**config.mk**
```make
export PLATFORM = sky130hd
export DESIGN_NAME = aisu_scan
export DESIGN_NICKNAME = d
export VERILOG_FILES = /design/src/hw/aisu_pkg.sv /design/src/hw/aisu_fmt_if.sv /design/src/hw/aisu_format.sv /design/src/hw/aisu_scan.sv
export VERILOG_INCLUDE_DIRS = /design/src /design/src/hw
export SDC_FILE = /design/constraint.sdc
export NUM_CORES = 1
export LEC_CHECK = 0
export ABC_CLOCK_PERIOD_IN_PS = 18000
export BUFFER_PORTS_ARGS = -buffer_cell sky130_fd_sc_hd__buf_2
export CORE_ASPECT_RATIO = 0.9
export CORE_MARGIN = 5
export CORE_UTILIZATION = 60
export CTS_BUF_LIST = sky130_fd_sc_hd__clkbuf_16
export DETAILED_ROUTE_END_ITERATION = 12
export GPL_TIMING_DRIVEN = 1
export PLACE_DENSITY = 0.8
export REMOVE_ABC_BUFFERS = 1
export SYNTH_ARGS = -nofsm -noshare
export SYNTH_HDL_FRONTEND = slang
export SYNTH_HIERARCHICAL = 1
export SYNTH_SLANG_ARGS = --single-unit
```
**constraint.sdc**
```tcl
create_clock -name clk -period 18 [get_ports clk]
set_input_delay 3.6 -clock clk [delete_from_list [all_inputs] [get_ports clk]]
set_output_delay 3.6 -clock clk [all_outputs]
set_load 0.03 [all_outputs]
```
**src/hw/aisu_defs.svh**
```systemverilog
// Named constants for the analog input scan and update block
`ifndef AISU_DEFS_SVH
`define AISU_DEFS_SVH

// ==================================================
// Timing
`define AISU_CLK_KHZ     25000
`define AISU_T4_MS       400
`define AISU_T8_MS       710
`define AISU_PEN_MS      220
`define AISU_PWR_MS      3000
`define AISU_MS2CYC(ms)  ((ms) * `AISU_CLK_KHZ)

// ==================================================
// Channels
`define AISU_NCH_MAX     8
`define AISU_LAST4       3'h3
`define AISU_LAST8       3'h7
`define AISU_FIRST_CH    3'h0
`define AISU_HI_CH       4

// ==================================================
// Data codes
`define AISU_ZERO        16'h0000
`define AISU_UNDER_ELEV  16'h0fff
`define AISU_OVER_STD    16'h1000
`define AISU_OVER_ELEV   16'h2000
`define AISU_ELEV_OFS    16'h1000
`define AISU_BCD_ADJ     4'h3
`define AISU_BCD_LIM     4'h5

`endif

```
**src/hw/aisu_pkg.sv**
```systemverilog
// Types shared by the analog input scan and update block
package aisu_pkg;
  typedef enum logic [1:0] {
    AISU_PWR  = 2'b00,
    AISU_REQ  = 2'b01,
    AISU_WAIT = 2'b11,
    AISU_HOLD = 2'b10
  } aisu_state_e;
  typedef logic [15:0] aisu_word_t;
  typedef logic [2:0]  aisu_chan_t;
endpackage

```
**src/hw/aisu_fmt_if.sv**
```systemverilog
// Carrier between the scan sequencer and the value formatter
`timescale 1ns/1ps
`default_nettype none
interface aisu_fmt_if (
  input wire logic clk,
  input wire logic reset
);
  logic              [11:0] raw;
  logic                     under;
  logic                     over;
  logic                     elevated;
  logic                     bcd;
  aisu_pkg::aisu_word_t     value;
  modport scan (input clk, input reset, output raw, output under, output over,
                output elevated, output bcd, input value);
  modport fmt  (input clk, input reset, input raw, input under, input over,
                input elevated, input bcd, output value);
endinterface
`default_nettype wire

```
**src/hw/aisu_format.sv**
```systemverilog
// Value formatter: range codes, coding offset and BCD packing
`timescale 1ns/1ps
`default_nettype none
`include "aisu_defs.svh"
module aisu_format (
  aisu_fmt_if.fmt f
);
  import aisu_pkg::*;

  // ==================================================
  // Binary to BCD, four digits cover the top code 8192
  function automatic aisu_word_t to_bcd(input logic [13:0] b);
    logic [29:0] s;
    s = {16'h0000, b};
    for (int i = 0; i < 14; i++) begin
      for (int j = 0; j < 4; j++) begin
        if (s[14 + 4*j +: 4] >= `AISU_BCD_LIM) begin
          s[14 + 4*j +: 4] = s[14 + 4*j +: 4] + `AISU_BCD_ADJ;
        end
      end
      s = {s[28:0], 1'b0};
    end
    return s[29:14];
  endfunction

  // ==================================================
  // Coding
  aisu_word_t under_code;
  aisu_word_t over_code;
  aisu_word_t valid_code;
  aisu_word_t bin_code;
  assign under_code = f.elevated ? `AISU_UNDER_ELEV : `AISU_ZERO;
  assign over_code  = f.elevated ? `AISU_OVER_ELEV : `AISU_OVER_STD;
  assign valid_code = {4'h0, f.raw} + (f.elevated ? `AISU_ELEV_OFS : `AISU_ZERO);
  // Under range wins when the front end flags both
  assign bin_code   = f.under ? under_code : (f.over ? over_code : valid_code);
  assign f.value    = f.bcd ? to_bcd(bin_code[13:0]) : bin_code;
endmodule
`default_nettype wire

```
**src/hw/aisu_scan.sv**
```systemverilog
// Scan sequencer and channel registers of the analog input module
`timescale 1ns/1ps
`default_nettype none
`include "aisu_defs.svh"
module aisu_scan #(
  parameter int unsigned INT4_CYC = `AISU_MS2CYC(`AISU_T4_MS),
  parameter int unsigned INT8_CYC = `AISU_MS2CYC(`AISU_T8_MS),
  parameter int unsigned PEN_CYC  = `AISU_MS2CYC(`AISU_PEN_MS),
  parameter int unsigned PWR_CYC  = `AISU_MS2CYC(`AISU_PWR_MS)
) (
  // Clock and reset
  input  wire logic                  clk,
  input  wire logic                  reset,
  // Configuration pins
  input  wire logic                  eight_ch_strap,
  input  wire logic                  elevated_pin,
  input  wire logic                  bcd_pin,
  // Converter front end, same clock
  output logic                       conv_req,
  output aisu_pkg::aisu_chan_t       conv_chan,
  input  wire logic                  conv_done,
  input  wire logic [11:0]           conv_data,
  input  wire logic                  conv_under,
  input  wire logic                  conv_over,
  input  wire logic                  conv_low_band,
  // Diagnostics, same clock
  input  wire logic                  diag_fail,
  // Controller side
  output aisu_pkg::aisu_word_t       chan_value [`AISU_NCH_MAX],
  output logic                       update_pulse,
  output logic                       over_range_led,
  output logic                       powerup_busy
);
  import aisu_pkg::*;

  // ==================================================
  // Pin synchronisers
  logic [1:0] eight_sync;
  logic [1:0] elev_sync;
  logic [1:0] bcd_sync;
  always_ff @(posedge clk) begin
    eight_sync <= {eight_sync[0], eight_ch_strap};
    elev_sync  <= {elev_sync[0], elevated_pin};
    bcd_sync   <= {bcd_sync[0], bcd_pin};
  end

  // ==================================================
  // State
  aisu_state_e state;
  aisu_state_e next_state;
  aisu_chan_t  chan;
  aisu_word_t  shadow [`AISU_NCH_MAX];
  logic [7:0]  oor;
  logic [7:0]  low_band;
  logic [31:0] tick;
  logic [31:0] pwr_cnt;
  logic        eight_sel;
  logic        fail_seen;

  function automatic logic [3:0] count_ones(input logic [7:0] v);
    logic [3:0] n;
    n = 4'h0;
    for (int i = 0; i < 8; i++) begin
      n = n + {3'h0, v[i]};
    end
    return n;
  endfunction

  // ==================================================
  // Formatter
  aisu_fmt_if fif (.clk(clk), .reset(reset));
  aisu_format u_format (.f(fif));
  assign fif.raw      = conv_data;
  assign fif.under    = conv_under;
  assign fif.over     = conv_over;
  assign fif.elevated = elev_sync[1];
  assign fif.bcd      = bcd_sync[1];

  // ==================================================
  // Decode
  logic [31:0] base_cyc;
  logic [31:0] target;
  logic        last_chan;
  logic        pwr_done;
  logic        publish;
  logic        store;
  assign base_cyc  = eight_sel ? 32'(INT8_CYC) : 32'(INT4_CYC);
  // Only true range violations cost time; the low band does not
  assign target    = base_cyc + 32'(count_ones(oor)) * 32'(PEN_CYC);
  assign last_chan = chan == (eight_sel ? `AISU_LAST8 : `AISU_LAST4);
  assign pwr_done  = pwr_cnt >= 32'(PWR_CYC) - 32'd1;
  // Publish only after every channel and the interval have both finished
  assign publish   = state == AISU_HOLD && tick >= target - 32'd1;
  assign store     = state == AISU_WAIT && conv_done;
  assign conv_req  = state == AISU_REQ;
  assign conv_chan = chan;
  assign powerup_busy = state == AISU_PWR;
  assign update_pulse = publish;

  always_comb begin
    next_state = state;
    case (state)
      AISU_PWR:  if (pwr_done) next_state = AISU_REQ;
      AISU_REQ:  next_state = AISU_WAIT;
      AISU_WAIT: if (conv_done) next_state = last_chan ? AISU_HOLD : AISU_REQ;
      AISU_HOLD: if (publish) next_state = AISU_REQ;
      default:   next_state = AISU_PWR;
    endcase
  end

  // ==================================================
  // Sequencer
  always_ff @(posedge clk) begin
    if (reset) begin
      state   <= AISU_PWR;
      chan    <= `AISU_FIRST_CH;
      tick    <= 32'h0000_0000;
      pwr_cnt <= 32'h0000_0000;
    end else begin
      state   <= next_state;
      pwr_cnt <= powerup_busy ? pwr_cnt + 32'd1 : pwr_cnt;
      tick    <= (powerup_busy || publish) ? 32'h0000_0000 : tick + 32'd1;
      if (publish) begin
        chan <= `AISU_FIRST_CH;
      end else if (store && !last_chan) begin
        chan <= chan + 3'h1;
      end
    end
  end

  // Strap is caught while powering up, after reset has released
  always_ff @(posedge clk) begin
    if (reset) begin
      eight_sel <= 1'b0;
    end else if (powerup_busy) begin
      eight_sel <= eight_sync[1];
    end
  end

  // ==================================================
  // Channel results
  always_ff @(posedge clk) begin
    if (reset) begin
      oor      <= 8'h00;
      low_band <= 8'h00;
      over_range_led <= 1'b0;
    end else begin
      if (store) begin
        oor[chan]      <= conv_under | conv_over;
        low_band[chan] <= conv_low_band;
      end
      over_range_led <= |oor | |low_band;
    end
  end

  always_ff @(posedge clk) begin
    if (store) begin
      shadow[chan] <= fif.value;
    end
  end

  // A failure taints the scan in progress; the set wins over the clear
  always_ff @(posedge clk) begin
    if (reset) begin
      fail_seen <= 1'b0;
    end else begin
      fail_seen <= diag_fail | (fail_seen & ~publish);
    end
  end

  // ==================================================
  // Controller registers, zero until a clean scan completes
  always_ff @(posedge clk) begin
    for (int i = 0; i < `AISU_NCH_MAX; i++) begin
      if (reset || diag_fail) begin
        chan_value[i] <= `AISU_ZERO;
      end else if (publish) begin
        chan_value[i] <= (fail_seen || (!eight_sel && i >= `AISU_HI_CH)) ? `AISU_ZERO : shadow[i];
      end
    end
  end

  // ==================================================
  // Checks
  logic any_value;
  logic hi_value;
  always_comb begin
    any_value = 1'b0;
    hi_value  = 1'b0;
    for (int i = 0; i < `AISU_NCH_MAX; i++) begin
      any_value = any_value | (|chan_value[i]);
      if (i >= `AISU_HI_CH) begin
        hi_value = hi_value | (|chan_value[i]);
      end
    end
  end
endmodule
`default_nettype wire

```
# ---- Yosys cells after proc, flatten, opt, wreduce, memory -nomap -nowiden
# Memories as Yosys holds them, arrays and structs flattened.
# Cells that the tools add are included.
dict set report totals {
  reg_bits 222
  latch_bits 0
  ramBits 128
  romBits 0
  input_bits 22
  output_inout_bits 135
  wordCells 171
  mem_count 1
}
# name words word_bits read_ports rd_ports_with_merged_regs wr line
set memory_table {}
lappend memory_table {shadow 8 16 8 0 1 aisu_scan.sv:52} ;# aisu_word_t shadow [`AISU_NCH_MAX];
dict set report classes {
  addsub 39
  multipliers 1
  n_div 0
  order_cmp 30
  eq_ne 7
  n_shift 0
  mux 53
  bitwise 5
  n_reduce_logical 15
}
# cell count
set ops {}
lappend ops {{$mux W16} 11}
lappend ops {{$mux W4} 24}
lappend ops {{$ge A4 B3 Y1 const B} 22}
lappend ops {{$add A4 B2 Y4 const B} 21}
lappend ops {{$add A32 B1 Y32 const B} 2}
lappend ops {{$ge A32 B27 Y1 const B} 1}
lappend ops {{$ge A32 B32 Y1} 1}
lappend ops {{$sub A28 B1 Y29 const B} 1}
lappend ops {{$add A25 B27 Y28} 1}
lappend ops {{$mux W25} 1}
lappend ops {{$mul A4 B18 Y22 const B} 1}
lappend ops {{$add A12 B16 Y16} 1}
lappend ops {{$add A4 B1 Y4} 4}
lappend ops {{$bwmux W8} 2}
lappend ops {{$reduce_or A8 Y1} 2}
lappend ops {{$mux W14} 1}
lappend ops {{$mux W13} 1}
lappend ops {{$add A3 B2 Y4 const B} 3}
lappend ops {{$ge A3 B3 Y1 const B} 4}
lappend ops {{$mux W12} 1}
lappend ops {{$mux W3} 3}
lappend ops {{$mux W2} 4}
lappend ops {{$pmux W2 S4} 1}
lappend ops {{$add A3 B2 Y3 const B} 2}
lappend ops {{other kinds (22)} 35}

# ---- Logic depth before layout (Yosys ltp)
# Gate-level depths: netlist (run 1).
dict set report depth {
  word_depth 27
  depth_mapped 61
  depth_no_buf 59
}

# ---- Modules after synthesis
# The synthesis (run 1) kept the hierarchy.
# module instances cells_per_inst area_each_um2
set modules_own_cells {}
lappend modules_own_cells {aisu_scan 1 1491 15173.3}
lappend modules_own_cells {aisu_format 1 530 3793.6}

# ---- Least setup slack after synthesis (run 1)
# Ideal clock, no wire load.
dict set report synth_path {
  path_kind {input port to flip-flop}
  startpoint {input conv_under}
  endpoint {memory shadow[0][4] (netlist name) (data pin)}
  arrival_ps 14980
  required_time_ps 17770
  slack_ps 2790
  cell_stages 59
  path_buffers 2
  cell_sequence {and2_1 > clkbuf_1 > a21o_1 > ha_1 > o21ai_1 > xnor2_2 > o21ai_1 > ha_1 > buf_2 > nand2b_1 > and4_1 > o21ai_1 > and2_1 > ha_1 > nor2b_1 > o221ai_1 > xnor2_1 > inv_2 > [... 23 more ...] > ha_1 > nor2b_1 > or4_1 > nand4_1 > xnor2_1 > ha_1 > inv_1 > nor2_1 > o21ai_0 > xnor2_1 > ha_1 > nand2b_1 > nand2_1 > nand2_1 > mux2i_1 > o21ai_0 > xnor2_1 > mux2i_1}
}
dict set report synth_between {
  elab_chain_len 24
  elab_cells_between_ends 35
}
# element line
set synth_lines {}
lappend synth_lines {{from (decl)} aisu_scan.sv:23} ;# input wire logic conv_under,
lappend synth_lines {{$mux W16 *} aisu_format.sv:36} ;# assign bin_code = f.under ? under_code : (f.over ? over_code : valid_code);
lappend synth_lines {{$add A3 B2 Y4 (no line) or $ge A3 B3 Y1 (tied branches)} -}
lappend synth_lines {{$mux W4} aisu_format.sv:17} ;# if (s[14 + 4*j +: 4] >= `AISU_BCD_LIM) begin
lappend synth_lines {{$add A4 B2 Y4 (no line) or $ge A4 B3 Y1 (tied branches)} -}
lappend synth_lines {{$mux W4} aisu_format.sv:17}
lappend synth_lines {{$add A4 B2 Y4 (no line) or $ge A4 B3 Y1 (tied branches)} -}
lappend synth_lines {{$mux W4} aisu_format.sv:17}
lappend synth_lines {{$ge A4 B3 Y1 (no line) or $add A4 B2 Y4 (tied branches)} -}
lappend synth_lines {{[... 9 more ...]} -}
lappend synth_lines {{$add A4 B2 Y4 (no line) or $ge A4 B3 Y1 (tied branches)} -}
lappend synth_lines {{$mux W4} aisu_format.sv:17}
lappend synth_lines {{$ge A4 B3 Y1 (no line) or $add A4 B2 Y4 (tied branches)} -}
lappend synth_lines {{$mux W4} aisu_format.sv:17}
lappend synth_lines {{$add A4 B2 Y4 (no line) or $ge A4 B3 Y1 (tied branches)} -}
lappend synth_lines {{$mux W4} aisu_format.sv:17}
lappend synth_lines {{$mux W16 *} aisu_format.sv:37} ;# assign f.value = f.bcd ? to_bcd(bin_code[13:0]) : bin_code;
lappend synth_lines {{named net fif.value[4]} aisu_fmt_if.sv:13} ;# aisu_pkg::aisu_word_t value;
lappend synth_lines {{to (decl)} aisu_scan.sv:52}
# Mark *: on every way through the listed nets, which the timed path passes. The rest lies on a longest branch.

# ---- Worst setup path after layout (run 1)
dict set report layout_path {
  startpoint {input conv_under}
  endpoint {memory shadow[7][8] (netlist name) (data pin)}
}
dict set report layout_between {
  elab_chain_len 24
  elab_cells_between_ends 56
}
# element line
set layout_lines {}
lappend layout_lines {{$mux W16 *} aisu_format.sv:36}
lappend layout_lines {{$add A3 B2 Y4 (no line) or $ge A3 B3 Y1 (tied branches)} -}
lappend layout_lines {{$mux W4} aisu_format.sv:17}
lappend layout_lines {{$add A4 B2 Y4 (no line) or $ge A4 B3 Y1 (tied branches)} -}
lappend layout_lines {{$mux W4} aisu_format.sv:17}
lappend layout_lines {{$add A4 B2 Y4 (no line) or $ge A4 B3 Y1 (tied branches)} -}
lappend layout_lines {{$mux W4} aisu_format.sv:17}
lappend layout_lines {{$ge A4 B3 Y1 (no line) (tied with other cells)} -}
lappend layout_lines {{[... 9 more ...]} -}
lappend layout_lines {{$add A4 B2 Y4 (no line) or $ge A4 B3 Y1 (tied branches)} -}
lappend layout_lines {{$mux W4} aisu_format.sv:17}
lappend layout_lines {{$add A4 B2 Y4 (no line) or $ge A4 B3 Y1 (tied branches)} -}
lappend layout_lines {{$mux W4} aisu_format.sv:17}
lappend layout_lines {{$add A4 B2 Y4 (no line) or $ge A4 B3 Y1 (tied branches)} -}
lappend layout_lines {{$mux W4} aisu_format.sv:17}
lappend layout_lines {{$mux W16 *} aisu_format.sv:37}
lappend layout_lines {{named net fif.value[8]} aisu_fmt_if.sv:13}
# Marks and branches as above.

==> impl_metrics.tcl, run 1 <==
set metrics [dict create \
    pre_cts_slack_ns 0.669 \
    die_area_um2 35300 \
    first_pass_iters 5 \
    cts_resized 0 \
    tns_ns 0 \
    ys_types 107 \
    cts.path.max_buffers 3 \
    critical_path_class "in2reg" \
    clkLatencyLatePin_ns 0.54 \
    grt_pass1_vias 14700 \
    synth-edff-count 128 \
    whs_endpoint "elev_sync[1]$_DFF_P_" \
    tritoncts "built" \
    coreArea_um2 31100 \
    drtAntennaViolNets 0 \
    top_usage_layer "met2" \
    fp.dieW_um 197 \
    syn_area_um2 19000 \
    nNetsFinal 2303 \
    numClockSinks 350 \
    antenna_found_initial 1 \
    crit_top_cell "ha_1" \
    power_density_nw_per_um2 195 \
    initialDrtViolationCount 1321 \
    hold_path.class "reg2reg" \
    hp-start "elev_sync[0]$_DFF_P_" \
    cts_root_buf "clkbuf_16" \
    post_cts.repair.setup_buffers 0 \
    crit_path_end_kind "flip-flop" \
    worstPathArrival_ns 17.13 \
    gp_congestion 0.889 \
    grt_use_met1_pct 36.3 \
    start_kind "primary input" \
    reg2reg_from "elev_sync[1]$_DFF_P_" \
    avgRoutedWirePerCell_um 18.4 \
    finalNonFillerCells 2588 \
    worst_ep_required_time_ns 18.23 \
    via_count 15600 \
    max_slew.worst_pin.slew_ns 1.10 \
    grt.overflow.total 0 \
    reg2reg_setup_slack_ns 4.02 \
    grt_pass1_wl_mm 75.0 \
    maxCapViolCount 0 \
    ctsHoldBuffers 0 \
    clock_skew_ns 0.0271 \
    finalCriticalPeriod_ns 16.90 \
    cp_slowest_cell "a21oi_1" \
    hold_depth 0 \
    finalWorstSetupSlack_ns 1.10 \
    p_leak_nw 8.66 \
    drc 0 \
    yosysWarnings 6 \
    wl_mm 47.5 \
    synth-main-ff-cell "dfxtp_1" \
    rows 61 \
    initial_utilization_pct 61.1 \
    r2r_end "shadow[7][8]$_DFFE_PP_" \
    fin_crit_sh_pct 93.9 \
    rr_worst_depth 54 \
    ios 157 \
    syn_inst 2021 \
    outcome "completed" \
    grt_usage_pct 25.9 \
    drive_gt1_share_pct 14.5 \
    synth_area_leaders "dfxtp_1 (23%), edfxtp_1 (20%), ha_1 (7.8%), nand3_1 (4.5%), nand2_1 (4.3%)" \
    ir_worst_vdd_mv 0.196 \
    synthArstFlopShare_pct 0 \
    yosysSeqAreaShare_pct 43.7 \
    met3_usage_pct 4.89 \
    h-tree-depth 2 \
    finalHoldViolCount 0 \
    syn_avg_cell_area_um2 9.38 \
    clkSlewWorstSetupHoldPaths_ns 0.06 \
    synth_top_area_share_pct 23.4 \
    ys_ff_latch 350 \
    fillers 2350 \
    synth_top_cell_by_area "dfxtp_1" \
    dpl.hpwl_mm 32.2 \
    dpl.cell_count 2521 \
    slew_viol_final 0 \
    fmax_mhz 59.2 \
    grt_use_met2_pct 40.3 \
    io_buffers 156 \
    cp_max_fo 13 \
    relSlewSlack_pct 25.8 \
    drt-vias-per-instance 6.03 \
    slowest_delay_ns 0.65 \
    synthTopCellsByCount "dfxtp_1 (222), nand2_1 (216), nand3_1 (169)" \
    syn2layout_area_growth_pct 11.9 \
    numCtsBuffers 37 \
    finalSetupViolCount 0 \
    grt_max_degree 92 \
    die_h_um 179 \
    yosysMostFrequentCell "dfxtp_1" \
    rsz0062_at_grt "false" \
]
==> critical path: cells and delay by family <==
family | cells | cell delay [ns]
xor+xnor | 7 | 1.83
fa+ha+maj | 10 | 2.62
simple gates | 18 | 4.10
compound gates | 15 | 4.16
mux | 2 | 0.44
buf+inv | 3 | 0.37
==> per-layer routing <==
layer,up-vias,share of wire [%]
met3,99,8.7
met1,7376,44
met5,-,0
met2,640,44
met4,0,3.7
li1,7494,-
==> flip-flops by register name, summed over array words and instances (netlist names) <==
signal          count
low_band            8
over_range_led      1
shadow            128
bcd_sync            2
conv_chan           3
elev_sync           2
pwr_cnt            32
eight_sync          2
oor                 8
tick               32
eight_sel           1
chan_value        128
fail_seen           1
state               2
==> per-stage QoR <==
step                hold WS [ns]  area (um2)  total power [mW]  utilization (%)
finish                     0.327       21200              4.14             68.3
global route               0.336       21200              4.41             68.3
CTS                        0.331       21200              4.09             68.3
detailed placement         0.319       20100              3.37             64.6
global placement           0.319       20100              3.26             64.6
floorplan                  0.310       18600              2.92                -
==> power by group <==
part / internal, mW / total [mW] / switching (mW)
sequential: 1.12 / 1.12 / 0.00168
clock: 0.403 / 0.718 / 0.315
combinational: 0.867 / 2.30 / 1.43
==> placed cells by master, fill, tap and decap left out, types with 18 or more instances in the layout <==
cell,count
a211oi_1,18
a21o_1,20
a21oi_1,152
and3_1,20
buf_2,156
clkbuf_16,38
dfxtp_1,222
edfxtp_1,128
ha_1,118
inv_1,96
mux2i_1,31
nand2_1,216
nand2b_1,25
nand3_1,169
nand3b_1,66
nand4_1,23
nor2_1,155
nor2b_1,19
nor3_1,26
o21ai_0,55
or3_1,18
xnor2_1,62
xor2_1,52
==> worst max-delay path by stage <==
stage	from	to	cells past startpoint
floorplan	oor[0]$_SDFFE_PP0P_	update_pulse	32
global placement	conv_over	shadow[1][3]$_DFFE_PP_	58
detailed placement	conv_under	shadow[1][3]$_DFFE_PP_	58
CTS	conv_under	shadow[5][4]$_DFFE_PP_	58
global route	conv_under	shadow[4][4]$_DFFE_PP_	59
finish	conv_under	shadow[7][8]$_DFFE_PP_	55
==> cells by family after synthesis <==
logic type | after synthesis | share of synthesized area, %
adders and majority gates | 130 | 9.05
and+or+nand+nor | 799 | 20.8
xor gates and xnor gates | 116 | 5.50
muxes | 42 | 2.33
DFF | 350 | 43.7
AOI/OAI and AO/OA | 405 | 14.6
buffers and inverters | 179 | 3.94
==> layout make-up <==
type                    count  area (um2)  area share (%)
diodes                      1        2.50          0.0118
clock buffers              38         951            4.48
clock inverters            28         198           0.931
inverters                  97         372            1.75
multi-input cells        1492       10000            47.1
flip-flops and latches    350        8290            39.0
well taps                 409         512            2.41
repair buffers            173         908            4.28
No activity file was read; power rests on OpenSTA's default activity.
==> run 2, diff against run 1 <==
CORE_MARGIN = not set   (was 5)
PLACE_DENSITY = 0.77   (was 0.8)
==> impl_metrics.tcl, run 2 (synthesis results as in run 1) <==
set metrics [dict create \
    power_density_nw_per_um2 194 \
    finalSetupViolCount 0 \
    first_pass_iters 6 \
    drc 0 \
    hold_path.class "reg2reg" \
    p_leak_nw 8.63 \
    maxCapViolCount 0 \
    dpl.hpwl_mm 31.5 \
    antenna_found_initial 1 \
    gp_congestion 1.04 \
    slowest_delay_ns 0.46 \
    max_slew.worst_pin.slew_ns 1.08 \
    crit_start "conv_under" \
    power_mw 4.11 \
    syn2layout_area_growth_pct 11.6 \
    numCtsBuffers 36 \
    io_buffers 156 \
    nNetsFinal 2303 \
    grt_pass1_vias 14200 \
    cp_max_fo 13 \
    tritoncts "built" \
    rows 61 \
    cts_root_buf "clkbuf_16" \
    drt-vias-per-instance 5.99 \
    initial_utilization_pct 61.2 \
    hp-start "elev_sync[0]$_DFF_P_" \
    fin_util_pct 68.3 \
    drive_gt1_share_pct 14.5 \
    ctsHoldBuffers 0 \
    fp.dieW_um 189 \
    finalWorstSetupSlack_ns 1.10 \
    slew_viol_final 0 \
    post_cts.repair.setup_buffers 0 \
    grt.overflow.total 0 \
    fillers 2441 \
    grt_max_degree 79 \
    tns_ns 0 \
    dpl.cell_count 2522 \
    worst_ep_required_time_ns 18.26 \
    worstPathArrival_ns 17.16 \
    top_regs "chan_value x128, shadow x128" \
    die_area_um2 32300 \
    die_h_um 171 \
    initialDrtViolationCount 1285 \
    cp_slowest_cell "or3b_2" \
    start_kind "primary input" \
    fmax_mhz 59.2 \
    avgRoutedWirePerCell_um 17.9 \
    finalHoldViolCount 0 \
    crit_path_end_kind "flip-flop" \
    clkSlewWorstSetupHoldPaths_ns 0.06 \
    finalCriticalPeriod_ns 16.90 \
    finalNonFillerCells 2589 \
    clock_skew_ns 0.0301 \
    h-tree-depth 2 \
    numClockSinks 350 \
    critPathTopFamily "simple AND/OR/NAND/NOR gates" \
    final_common_cell "dfxtp_1" \
    via_count 15500 \
    cts.path.max_buffers 3 \
    ir_worst_vdd_mv 0.285 \
    clkLatencyLatePin_ns 0.54 \
    relSlewSlack_pct 27.9 \
    crit_buf_inv 3 \
    fin_crit_sh_pct 93.9 \
    reg2reg_setup_slack_ns 4.04 \
    ios 157 \
    final_cell_mix "dfxtp_1 (222), nand2_1 (216), nand3_1 (169), buf_2 (156), nor2_1 (155)" \
    critical_path_class "in2reg" \
    crit_top_cell "ha_1" \
    grt_usage_pct 28.2 \
    outcome "completed" \
    coreArea_um2 31000 \
    grt_pass1_wl_mm 73.1 \
    reg2reg_from "elev_sync[1]$_DFF_P_" \
    drtAntennaViolNets 0 \
    pre_cts_slack_ns 0.853 \
    wl_mm 46.3 \
    rsz0062_at_grt "false" \
]
run 2: routing by layer:
| layer | vias up | track usage [%] | wire length [um] |
|---|---|---|---|
| li1 | 7492 | - | - |
| met1 | 7334 | 39.8 | 20700 |
| met2 | 601 | 44.1 | 20300 |
| met3 | 86 | 5.15 | 4040 |
| met4 | 0 | 8.59 | 1300 |
| met5 | - | 0 | 0 |
run 2: worst paths after layout:
kind / cells past startpoint / endpoint
worst max-delay path: 58 / shadow[5][4]$_DFFE_PP_
worst min-delay path: 0 / elev_sync[1]$_DFF_P_
worst max register to register: 57 / shadow[5][4]$_DFFE_PP_
worst min register to register: 0 / elev_sync[1]$_DFF_P_
run 2: stage by stage:
stage	area [um2]	hold slack, ns
floorplan	18600	0.310
global placement	20100	0.316
detailed placement	20100	0.322
CTS	21200	0.337
global route	21200	0.351
finish	21200	0.333
run 2: timing repair:
item	4_1_cts	5_1_grt
gates resized for setup	0	1
hold endpoints to repair	0	0
endpoints found under the setup margin	0	8
run 2: layout make-up:
type	instances	area [um2]	share of cell area [%]
Antenna cell	1	2.50	0.0118
Clock buffer	36	901	4.25
Clock inverter	30	180	0.851
Inverter	97	372	1.76
Multi-Input combinational cell	1492	10000	47.2
Sequential cell	350	8290	39.1
Tap cell	409	512	2.42
Timing Repair Buffer	174	916	4.33
run 2: power breakdown:
group	internal (mW)	switching, mW	total [mW]
sequential	1.12	0.00168	1.12
clock	0.370	0.309	0.679
combinational	0.867	1.44	2.31
total	2.36	1.75	4.11
==> run 3, diff against run 2 <==
BUFFER_PORTS_ARGS = -buffer_cell sky130_fd_sc_hd__clkbuf_2   (was -buffer_cell sky130_fd_sc_hd__buf_2)
==> impl_metrics.tcl, run 3 (synthesis results as in run 1) <==
set metrics [dict create \
    outcome "completed" \
    power_mw 4.21 \
    avgRoutedWirePerCell_um 18.0 \
    reg2reg_setup_slack_ns 4.14 \
    cts.path.max_buffers 3 \
    tns_ns 0 \
    hp-start "elev_sync[0]$_DFF_P_" \
    combPwrFrac_pct 55.2 \
    intPower_mw 2.43 \
    dpl.hpwl_mm 31.5 \
    clock_skew_ns 0.0288 \
    power_density_nw_per_um2 198 \
    via_count 15400 \
    cts_resized 0 \
    pwr-share-seq_pct 26.7 \
    die_area_um2 32300 \
    whs_endpoint "elev_sync[1]$_DFF_P_" \
    hold_path.class "reg2reg" \
    drive_gt1_share_pct 14.3 \
    drt-vias-per-instance 5.97 \
    clkLatencyLatePin_ns 0.54 \
    crit_path_end_kind "flip-flop" \
    netSwitchingFraction_pct 42.3 \
    numClockSinks 350 \
    switchingPower_mw 1.78 \
    finalCriticalPeriod_ns 16.81 \
    syn2layout_area_growth_pct 12.1 \
    initialDrtViolationCount 1285 \
    crit_top_cell "ha_1" \
    finalWorstSetupSlack_ns 1.19 \
    rsz0062_at_grt "false" \
    antenna_found_initial 0 \
    grt_max_degree 102 \
    grt_pass1_vias 14300 \
    grt_usage_pct 28.2 \
    pre_cts_slack_ns 0.863 \
    h-tree-depth 2 \
    maxCapViolCount 0 \
    rows 61 \
    initial_utilization_pct 61.2 \
    fin_util_pct 68.6 \
    final_common_cell "dfxtp_1" \
    drc 0 \
    numCtsBuffers 36 \
    fp.dieW_um 189 \
    gp_congestion 0.911 \
    cp_max_fo 13 \
    wl_mm 46.3 \
    hold_depth 0 \
    top_regs "chan_value x128, shadow x128" \
    die_h_um 171 \
    finalHoldViolCount 0 \
    fin_crit_sh_pct 93.4 \
    grt_pass1_wl_mm 73.2 \
    n_antenna_cell 0 \
    clkSlewWorstSetupHoldPaths_ns 0.06 \
    finalSetupViolCount 0 \
    p_leak_nw 8.52 \
    worstPathArrival_ns 17.05 \
    final_cell_mix "dfxtp_1 (222), nand2_1 (216), nand3_1 (169), clkbuf_2 (156), nor2_1 (155)" \
    drtAntennaViolNets 0 \
    nNetsFinal 2296 \
    coreArea_um2 31000 \
    fillers 2397 \
    slowest_delay_ns 0.59 \
    cp_slowest_cell "a31oi_1" \
    cts_root_buf "clkbuf_16" \
    rr_worst_depth 58 \
    reg2reg_from "elev_sync[1]$_DFF_P_" \
    fmax_mhz 59.5 \
    tritoncts "built" \
    ios 157 \
    start_kind "primary input" \
    post_cts.repair.setup_buffers 0 \
    p_clk_share_pct 18.2 \
    first_pass_iters 6 \
    r2r_end "shadow[3][3]$_DFFE_PP_" \
    grt.overflow.total 0 \
    ctsHoldBuffers 0 \
    io_buffers 156 \
    ir_worst_vdd_mv 0.241 \
    worst_ep_required_time_ns 18.24 \
    relSlewSlack_pct 28.0 \
    slew_viol_final 0 \
    max_slew.worst_pin.slew_ns 1.07 \
    critical_path_class "in2reg" \
]
run 3: layout make-up:
class                      count  area, um2  area share [%]
inverter                      97        372            1.75
clock buffer                  36        901            4.24
sequential                   350       8290            39.0
timing repair buffer         167        863            4.06
tap                          409        512            2.41
clock inverter                30        324            1.52
multi-input combinational   1492      10000            47.1
run 3: stage by stage:
| step | area (um2) | instances | hold slack (ns) |
|---|---|---|---|
| 6_report | 21300 | 2581 | 0.339 |
| 5_1_grt | 21300 | 2581 | 0.347 |
| 4_1_cts | 21300 | 2581 | 0.340 |
| 3_5_place_dp | 20000 | 2515 | 0.314 |
| 3_3_place_gp | 20000 | 2515 | 0.317 |
| 2_1_floorplan | 18600 | 1939 | 0.310 |
run 3: how the worst max path moves through the flow:
stage,startpoint,end
final,conv_under,shadow[3][3]$_DFFE_PP_
after global routing,conv_under,shadow[5][3]$_DFFE_PP_
after CTS,conv_under,shadow[5][3]$_DFFE_PP_
after detailed placement,conv_under,shadow[3][3]$_DFFE_PP_
after global placement,conv_under,shadow[2][3]$_DFFE_PP_
after floorplan,oor[0]$_SDFFE_PP0P_,update_pulse
run 3: metal layers:
| metal | global-route usage, % | wire length, um |
|---|---|---|
| met4 | 7.01 | 912 |
| met5 | 0 | 0 |
| met1 | 40.4 | 21400 |
| met3 | 5.31 | 3670 |
| met2 | 43.7 | 20400 |
run 3: power groups by stage:
stage               logic (mW)  registers (mW)  clock network, mW
CTS                       2.26            1.12              0.774
global placement          2.14            1.14                  0
detailed placement        2.24            1.14                  0
finish                    2.32            1.12              0.765
floorplan                 1.78            1.14                  0
global route              2.53            1.12              0.806
run 3: critical path: cells and delay by family:
family | cells | cell delay [ns]
AND/OR/NAND/NOR | 24 | 4.74
AO/OA/AOI/OAI | 13 | 3.14
adder cells (fa/ha/maj) | 10 | 2.56
XOR/XNOR | 8 | 2.37
buffers and inverters | 3 | 0.39
multiplexers | 1 | 0.24
